[config.mk]
export PLATFORM = sky130hd
export DESIGN_NAME = ldc_top
export DESIGN_NICKNAME = d
export VERILOG_FILES = /design/src/ldc_pkg.sv /design/src/ldc_chan.sv /design/src/ldc_top.sv
export VERILOG_INCLUDE_DIRS = /design/src
export SDC_FILE = /design/constraint.sdc
export NUM_CORES = 2
export LEC_CHECK = 0
export CAP_MARGIN = 20
export CORE_UTILIZATION = 25
export DETAILED_ROUTE_END_ITERATION = 8
export DONT_BUFFER_PORTS = 1
export GPL_TIMING_DRIVEN = 0
export HOLD_SLACK_MARGIN = 0.15
export PLACE_DENSITY = 0.46
export SETUP_SLACK_MARGIN = 0.02
export SYNTH_ARGS = -nofsm -noshare
export SYNTH_HDL_FRONTEND = slang
export SYNTH_HIERARCHICAL = 1
export SYNTH_SLANG_ARGS = --single-unit
[constraint.sdc]
create_clock -name clk_i -period 9.9 [get_ports clk_i]
set_input_delay 1.485 -clock clk_i [delete_from_list [all_inputs] [get_ports clk_i]]
set_output_delay 1.485 -clock clk_i [all_outputs]
set_load 0.01 [all_outputs]
[src/ldc_defs.svh]
// constants for the led backlight dimming control block
// Summary of operation
// - brightness follows the pwm pin after reset; host may select serial brightness
// - with i2c active, address select pin picks one of two slave addresses
// - cluster mode gives each channel its own host-written brightness, except that a split display group shares channel 0's
// - faults show on interrupt output; host clears latched status over serial bus
// - a falling edge on the logic supply input also clears latched status
// - pure pwm dimming after reset; host may select hybrid duty plus current dimming
// - each channel current is full scale times its 12-bit scale field
// - detect connected strings and phase shift them by 360 over string count
// - unused outputs stay off, leave boost monitoring, raise no open or short faults
// - cluster: six individual channels, or 3 to 5 display plus 3 to 1 indicators
// - watch every active, unfaulted output headroom and steer boost to the lowest sufficient level
// - flag open, short, boost ocp/ovp, supply uv, input ovp/uv/ocp, overtemperature
// - die temperature is readable and leaving a programmable window is flagged
// - interface select pin high chooses i2c, low chooses spi
`ifndef LDC_DEFS_SVH
`define LDC_DEFS_SVH

`define LDC_NCH 6
`define LDC_DUTY_W 10
`define LDC_CUR_W 12
`define LDC_HYB_KNEE 10'h100
`define LDC_FULL_DUTY 11'h400
// pin sync bit positions
`define LDC_PIN_PWM 0
`define LDC_PIN_IFSEL 1
`define LDC_PIN_ADDR 2
`define LDC_PIN_VDD 3
// fault status bit positions
`define LDC_FLT_OPEN 0
`define LDC_FLT_SHORT 6
`define LDC_FLT_BOCP 12
`define LDC_FLT_BOVP 13
`define LDC_FLT_VDDUV 14
`define LDC_FLT_VINOVP 15
`define LDC_FLT_VINUV 16
`define LDC_FLT_VINOCP 17
`define LDC_FLT_TSD 18
`define LDC_FLT_TWIN 19
`define LDC_FLT_W 20
// i2c slave addresses, values arbitrary
`define LDC_I2C_ADDR0 7'h2_C
`define LDC_I2C_ADDR1 7'h2_D
// string detection wait after reset
`define LDC_CLK_NS 100
`define LDC_DETECT_US 50
`define LDC_DETECT_CYC ((`LDC_DETECT_US * 1000) / `LDC_CLK_NS)

`endif

[src/ldc_pkg.sv]
// types for the led backlight dimming control block
package ldc_pkg;
  typedef enum logic [1:0] {
    LDC_DETECT = 2'b01,
    LDC_RUN = 2'b10
  } ldc_phase_t;

  typedef struct packed {
    logic pwm;
    logic [11:0] cur;
  } ldc_chan_state_t;

  typedef struct packed {
    ldc_phase_t phase;
    logic [9:0] det_cnt;
    logic [3:0] pin_s1;
    logic [3:0] pin_s2;
    logic [3:0] pin_s3;
    logic [3:0] pin_f;
    logic [3:0] pin_q;
    logic [9:0] cnt;
    logic [9:0] hi_cnt;
    logic [9:0] pwm_brt;
    logic [5:0] present;
    logic [19:0] flt;
    logic int_oe;
    logic i2c_sel;
    logic [6:0] i2c_addr;
    logic boost_up;
    logic boost_down;
    logic [11:0] temp;
  } ldc_state_t;
endpackage

[src/ldc_chan.sv]
// one led channel: phase shifted pwm and current amplitude
`include "ldc_defs.svh"
module ldc_chan (
  input wire logic clk_i,
  input wire logic reset_n_i,
  input wire logic [9:0] cnt_i,
  input wire logic [9:0] offset_i,
  input wire logic [9:0] brt_i,
  input wire logic [11:0] scale_i,
  input wire logic hybrid_i,
  input wire logic enable_i,
  output logic pwm_o,
  output logic [11:0] cur_o
);
  ldc_pkg::ldc_chan_state_t s, next_s;
  logic [9:0] phase;
  logic [10:0] duty;
  logic [21:0] prod;

  always_comb begin
    phase = cnt_i - offset_i;
    prod = scale_i * brt_i;
    next_s = s;
    if (hybrid_i && brt_i >= `LDC_HYB_KNEE) begin
      // high range dims by amplitude only, fewer edges means less emi
      duty = `LDC_FULL_DUTY;
      next_s.cur = prod[21:10];
    end else if (hybrid_i) begin
      duty = {brt_i[8:0], 2'b00};
      next_s.cur = {2'b00, scale_i[11:2]};
    end else begin
      duty = {1'b0, brt_i};
      next_s.cur = scale_i;
    end
    next_s.pwm = enable_i && ({1'b0, phase} < duty);
    if (!enable_i) begin
      next_s.cur = 12'h000;
    end
  end

  always_ff @(posedge clk_i) begin
    if (!reset_n_i) begin
      s <= '0;
    end else begin
      s <= next_s;
    end
  end

  assign pwm_o = s.pwm;
  assign cur_o = s.cur;
endmodule // ldc_chan

[src/ldc_top.sv]
// led backlight dimming control: brightness, phase, boost steering, faults
`include "ldc_defs.svh"
module ldc_top (
  input wire logic clk_i,
  input wire logic reset_n_i,
  input wire logic pwm_in_i,
  input wire logic if_sel_i,
  input wire logic address_select_pin_i,
  input wire logic vdd_i,
  input wire logic brt_src_serial_i,
  input wire logic [15:0] disp_brt_i,
  input wire logic hybrid_en_i,
  input wire logic cluster_en_i,
  input wire logic [2:0] cluster_group_i,
  input wire logic [95:0] chan_brt_i,
  input wire logic [71:0] channel_current_scale_i,
  input wire logic [5:0] string_present_i,
  input wire logic [5:0] headroom_low_i,
  input wire logic [5:0] headroom_high_i,
  input wire logic [5:0] open_i,
  input wire logic [5:0] short_i,
  input wire logic boost_ocp_i,
  input wire logic boost_ovp_i,
  input wire logic vdd_uv_i,
  input wire logic vin_ovp_i,
  input wire logic vin_uv_i,
  input wire logic vin_ocp_i,
  input wire logic tsd_i,
  input wire logic [11:0] temp_i,
  input wire logic [11:0] temp_lo_i,
  input wire logic [11:0] temp_hi_i,
  input wire logic fault_clr_i,
  output logic i2c_sel_o,
  output logic [6:0] i2c_addr_o,
  output logic [5:0] led_pwm_o,
  output logic [71:0] led_current_o,
  output logic [5:0] strings_o,
  output logic boost_up_o,
  output logic boost_down_o,
  output logic [19:0] fault_status_o,
  output logic [11:0] temp_o,
  output logic int_n_o,
  output logic int_n_oe_o
);
  // ==========================================================
  // state
  ldc_pkg::ldc_state_t s, next_s;
  logic [9:0] brt_global;
  logic [9:0] ch_brt [6];
  logic [9:0] ch_off [6];
  logic [2:0] rank [6];
  logic [9:0] step;
  logic [5:0] active;
  logic [5:0] monitored;
  logic [19:0] flt_set;
  logic vdd_fall;
  logic clr;
  logic grp_split;
  logic [12:0] off_full;

  // ==========================================================
  // next state
  always_comb begin
    next_s = s;
    off_full = 13'h0000;
    // three stage pin sync, a change counts when stages two and three agree
    next_s.pin_s1 = {vdd_i, address_select_pin_i, if_sel_i, pwm_in_i};
    next_s.pin_s2 = s.pin_s1;
    next_s.pin_s3 = s.pin_s2;
    for (int b = 0; b < 4; b++) begin
      if (s.pin_s2[b] == s.pin_s3[b]) begin
        next_s.pin_f[b] = s.pin_s2[b];
      end
    end
    next_s.pin_q = s.pin_f;
    vdd_fall = s.pin_q[`LDC_PIN_VDD] && !s.pin_f[`LDC_PIN_VDD];
    next_s.i2c_sel = s.pin_f[`LDC_PIN_IFSEL];
    next_s.i2c_addr = s.pin_f[`LDC_PIN_ADDR] ? `LDC_I2C_ADDR1 : `LDC_I2C_ADDR0;

    // pwm pin duty is the high count over one output period
    next_s.cnt = s.cnt + 10'h001;
    if (s.cnt == 10'h3FF) begin
      next_s.pwm_brt = s.hi_cnt;
      next_s.hi_cnt = {9'h000, s.pin_f[`LDC_PIN_PWM]};
    end else if (s.pin_f[`LDC_PIN_PWM] && s.hi_cnt != 10'h3FF) begin
      next_s.hi_cnt = s.hi_cnt + 10'h001;
    end
    brt_global = brt_src_serial_i ? disp_brt_i[15:6] : s.pwm_brt;

    // strings are counted once, after the outputs settle
    unique case (s.phase)
      ldc_pkg::LDC_DETECT: begin
        next_s.det_cnt = s.det_cnt + 10'h001;
        if (s.det_cnt == 10'(`LDC_DETECT_CYC - 1)) begin
          next_s.present = string_present_i;
          next_s.phase = ldc_pkg::LDC_RUN;
        end
      end
      ldc_pkg::LDC_RUN: begin
        next_s.phase = ldc_pkg::LDC_RUN;
      end
    endcase
    active = (s.phase == ldc_pkg::LDC_RUN) ? s.present : 6'h00;

    // even phase spread over the strings actually present
    unique case (3'(rank[5] + {2'b00, s.present[5]}))
      3'd1: step = 10'd0;
      3'd2: step = 10'd512;
      3'd3: step = 10'd341;
      3'd4: step = 10'd256;
      3'd5: step = 10'd204;
      3'd6: step = 10'd170;
      default: step = 10'd0;
    endcase
    grp_split = cluster_group_i >= 3'd3 && cluster_group_i <= 3'd5;
    for (int c = 0; c < 6; c++) begin
      off_full = rank[c] * step;
      ch_off[c] = off_full[9:0];
      if (!cluster_en_i) begin
        ch_brt[c] = brt_global;
      end else if (grp_split && c < cluster_group_i) begin
        ch_brt[c] = chan_brt_i[15:6];
      end else begin
        ch_brt[c] = chan_brt_i[c*16+6 +: 10];
      end
    end

    // faulted strings drop out of headroom tracking too
    monitored = active & ~s.flt[`LDC_FLT_OPEN +: 6] & ~s.flt[`LDC_FLT_SHORT +: 6];
    next_s.boost_up = |(monitored & headroom_low_i);
    // a low string must win over all-high, never lower and raise together
    next_s.boost_down = !next_s.boost_up && (monitored != 6'h00) &&
                        ((monitored & headroom_high_i) == monitored);

    next_s.temp = temp_i;
    flt_set = {(temp_i < temp_lo_i) || (temp_i > temp_hi_i), tsd_i, vin_ocp_i, vin_uv_i, vin_ovp_i,
               vdd_uv_i, boost_ovp_i, boost_ocp_i, short_i & active, open_i & active};
    clr = fault_clr_i || vdd_fall;
    // a fault present during the clear survives it
    next_s.flt = clr ? flt_set : (s.flt | flt_set);
    next_s.int_oe = |next_s.flt;
  end

  always_comb begin
    rank[0] = 3'd0;
    for (int c = 1; c < 6; c++) begin
      rank[c] = 3'(rank[c-1] + {2'b00, s.present[c-1]});
    end
  end

  always_ff @(posedge clk_i) begin
    if (!reset_n_i) begin
      s <= '0;
      s.phase <= ldc_pkg::LDC_DETECT;
      s.i2c_addr <= `LDC_I2C_ADDR0;
    end else begin
      s <= next_s;
    end
  end

  // ==========================================================
  // channels
  for (genvar g = 0; g < 6; g++) begin : g_ch
    ldc_chan u_chan (
      .clk_i(clk_i),
      .reset_n_i(reset_n_i),
      .cnt_i(s.cnt),
      .offset_i(ch_off[g]),
      .brt_i(ch_brt[g]),
      .scale_i(channel_current_scale_i[g*12 +: 12]),
      .hybrid_i(hybrid_en_i),
      .enable_i(active[g]),
      .pwm_o(led_pwm_o[g]),
      .cur_o(led_current_o[g*12 +: 12])
    );
  end

  assign i2c_sel_o = s.i2c_sel;
  assign i2c_addr_o = s.i2c_addr;
  assign strings_o = s.present;
  assign boost_up_o = s.boost_up;
  assign boost_down_o = s.boost_down;
  assign fault_status_o = s.flt;
  assign temp_o = s.temp;
  assign int_n_o = 1'b0;
  assign int_n_oe_o = s.int_oe;
endmodule // ldc_top

==> impl_metrics.json <==
{
  "status": "finished clean",
  "power_density_mw_per_mm2": 162,
  "tightestPinTransition_ps": 1120,
  "fin_nets": 5743,
  "postRouteAntennaNets": 0,
  "start_util_pct": 25.3,
  "cp-start-kind": "register",
  "ys_warn_count": 6,
  "cts_root_buf": "clkbuf_16",
  "fin_cells": 6508,
  "die_area_mm2": 0.152,
  "drc": 0,
  "slowest_delay_ps": 700,
  "r2r_end": "g_ch[4].u_chan/pwm_o$_SDFF_PN0_",
  "holdWs_ps": 438,
  "synth_top_area_share_pct": 26.1,
  "io_pins": 398,
  "critPathMaxFanout": 10,
  "die_x_um": 389,
  "dp_cells": 6471,
  "grt_setup_unrepaired": "false",
  "post-place-ws_ps": 510,
  "cp-endpoint": "g_ch[4].u_chan/pwm_o$_SDFF_PN0_",
  "ys_seq_area_share_pct": 9.61,
  "ys_seq_elements": 180,
  "grt-ovfl-total": 0,
  "synth.largest_area_cell": "fa_1",
  "slew_headroom_pct": 23.4,
  "fin_crit_sh_pct": 90.5,
  "peakVddDrop_mv": 0.150,
  "cts_tree": "yes",
  "vias_per_cell": 4.67,
  "dr.pass1.iters": 5,
  "syn_avg_cell_area_um2": 8.43,
  "total_power_mw": 6.61,
  "fmax_mhz": 112,
  "r2r_cells": 32,
  "netlist_instances": 4449,
  "arrival_ps": 9340,
  "finalSetupTns_ps": 0,
  "numClockSinks": 180,
  "fin_skew_ps": 19.9,
  "cp_slowest_cell": "o21ai_0",
  "core_area_mm2": 0.148,
  "cts_hold_buf": 0,
  "clock_path_buffers": 2,
  "clk-insertion-delay-late_ps": 540,
  "cts.repair.resized": 0,
  "crit_type": "register to register",
  "cap_violations": 0,
  "rr_startpoint": "strings_o[0]$_SDFFE_PN0P_",
  "hold_violations": 0,
  "h-tree-depth": 4,
  "synth.cell_area_mm2": 0.0375,
  "fin_area_mm2": 0.0407,
  "cts.reportedPaths.clkPinSlew_ps": 90,
  "antenna_found_initial": 35,
  "final.setup.worst_slack_ps": 942,
  "fin_crit_ps": 8960,
  "synth-edff-count": 0,
  "yosys-top-cells-area": "fa_1 26%, ha_1 17%, dfxtp_1 9.6%",
  "placed_area_mm2": 0.0401,
  "grt_pass1_vias": 31385,
  "final_core_util_pct": 27.5,
  "totalWireLength_um": 129000,
  "p_leak_nw": 19.7,
  "critPathMostFrequentCell": "ha_1",
  "numCtsBuffers": 17,
  "hold_path_depth": 1,
  "place.port_buffers": 0,
  "yosys_most_used_dff": "dfxtp_1",
  "grt_max_degree": 21,
  "required_ps": 10280,
  "hold_class": "register to register",
  "num_rows": 141,
  "grt_usage_pct": 17.2,
  "grt_pass1_wl_um": 196000,
  "synthArstFlopShare_pct": 0,
  "first_iter_violations": 1582,
  "slew_viol_final": 0,
  "vias": 30395,
  "setup_violations": 0,
  "drive_above_1_share_pct": 4.51,
  "area_growth_pct": 8.67,
  "r2r_slack_ps": 940,
  "crit_path_end_kind": "register",
  "ys_types": 97,
  "cp-startpoint": "strings_o[0]$_SDFFE_PN0P_",
  "postCtsSetupRepairBufs": 0,
  "hpwlAfterDp_um": 108000,
  "dieHeight_um": 389,
  "gp_congestion": 0.923,
  "drt-wirelength-per-cell_um": 19.9
}
==> kinds of logic after synthesis <==
| group | after synthesis | synth area share (%) |
|---|---|---|
| buffers and inverters | 878 | 9.36 |
| XOR/XNOR | 163 | 3.85 |
| AO/OA/AOI/OAI | 655 | 11.3 |
| flip-flops | 180 | 9.61 |
| AND/OR/NAND/NOR | 1466 | 19.9 |
| other | 2 | 0.0200 |
| multiplexers | 119 | 3.35 |
| adder cells (fa/ha/maj) | 986 | 42.7 |
==> synth_stat cells, types with 35 or more instances <==
master,n
inv_1,633
dfxtp_1,180
xnor2_1,83
ha_1,496
nand3_1,42
clkbuf_1,177
fa_1,489
xor2_1,79
o21ai_0,143
a21oi_1,207
nor2_1,161
and3_1,44
buf_4,48
and2_1,458
a21o_1,56
mux2_2,51
nand2_1,542
mux2i_1,68
nand4_1,39
a211oi_1,35
==> layout make-up <==
type                    count  area (um^2)
well taps                2002         2500
flip-flops and latches    180         3600
repair buffers              5         48.8
inverters                 634         2380
diodes                      5         12.5
plain buffers             244         1130
multi-input cells        3406        30400
fillers                 16157       108000
clock inverters            15          203
clock buffers              17          425
==> routing by layer <==
metal | wire, um | share of wire (%) | global-route usage [%]
met1 | 57100 | 44 | 22.4
met2 | 58900 | 46 | 27.7
met3 | 10700 | 8.2 | 5.26
met4 | 2340 | 1.8 | 3.81
met5 | 316 | 0.24 | 0
==> worst max-delay path, delay by kind of cell, from the launching register on <==
| family | cells | cell delay [ps] |
|---|---|---|
| buffers and inverters | 6 | 950 |
| xor gates and xnor gates | 3 | 880 |
| and+or+nand+nor | 4 | 830 |
| adders and majority gates | 9 | 3550 |
| AOI/OAI and AO/OA | 10 | 2030 |
| DFF | 1 | 530 |
==> sequential cells by signal, indices dropped and copies added (netlist names) <==
signal / flops
boost_down_o: 1
boost_up_o: 1
fault_status_o: 20
g_ch.u_chan/cur_o: 72
g_ch.u_chan/pwm_o: 6
int_n_oe_o: 1
next_s: 12
s: 49
strings_o: 6
temp_o: 12
==> report_power, final <==
part / total [mW] / switching, mW / internal [mW]
clock network: 0.773 / 0.407 / 0.366
registers: 0.748 / 0.0131 / 0.735
logic: 5.09 / 2.98 / 2.11
total: 6.61 / 3.40 / 3.21
==> placed cells by master, fill, tap and decap left out, types with 32 or more instances in the layout <==
cell type / count
and2_1: 458
o21ai_0: 140
mux2_2: 51
and3_1: 44
ha_1: 496
nand2_1: 542
a21oi_1: 207
fa_1: 489
clkbuf_1: 177
mux2i_1: 68
xor2_1: 79
nand4_1: 39
a21o_1: 56
inv_1: 633
xnor2_1: 83
buf_4: 51
nand3_1: 42
nor2_1: 161
dfxtp_1: 180
nor2b_1: 32
a211oi_1: 35
==> worst min-delay path by stage <==
stage / from / endpoint
after floorplan: next_s[91]$_SDFF_PN0_ / next_s[87]$_SDFF_PN0_
after global placement: next_s[94]$_SDFF_PN0_ / next_s[90]$_SDFF_PN0_
after detailed placement: next_s[92]$_SDFF_PN0_ / next_s[88]$_SDFF_PN0_
after CTS: next_s[92]$_SDFF_PN0_ / next_s[88]$_SDFF_PN0_
after global routing: next_s[94]$_SDFF_PN0_ / next_s[90]$_SDFF_PN0_
final: next_s[92]$_SDFF_PN0_ / next_s[88]$_SDFF_PN0_
(Power assumes the default switching activity.)
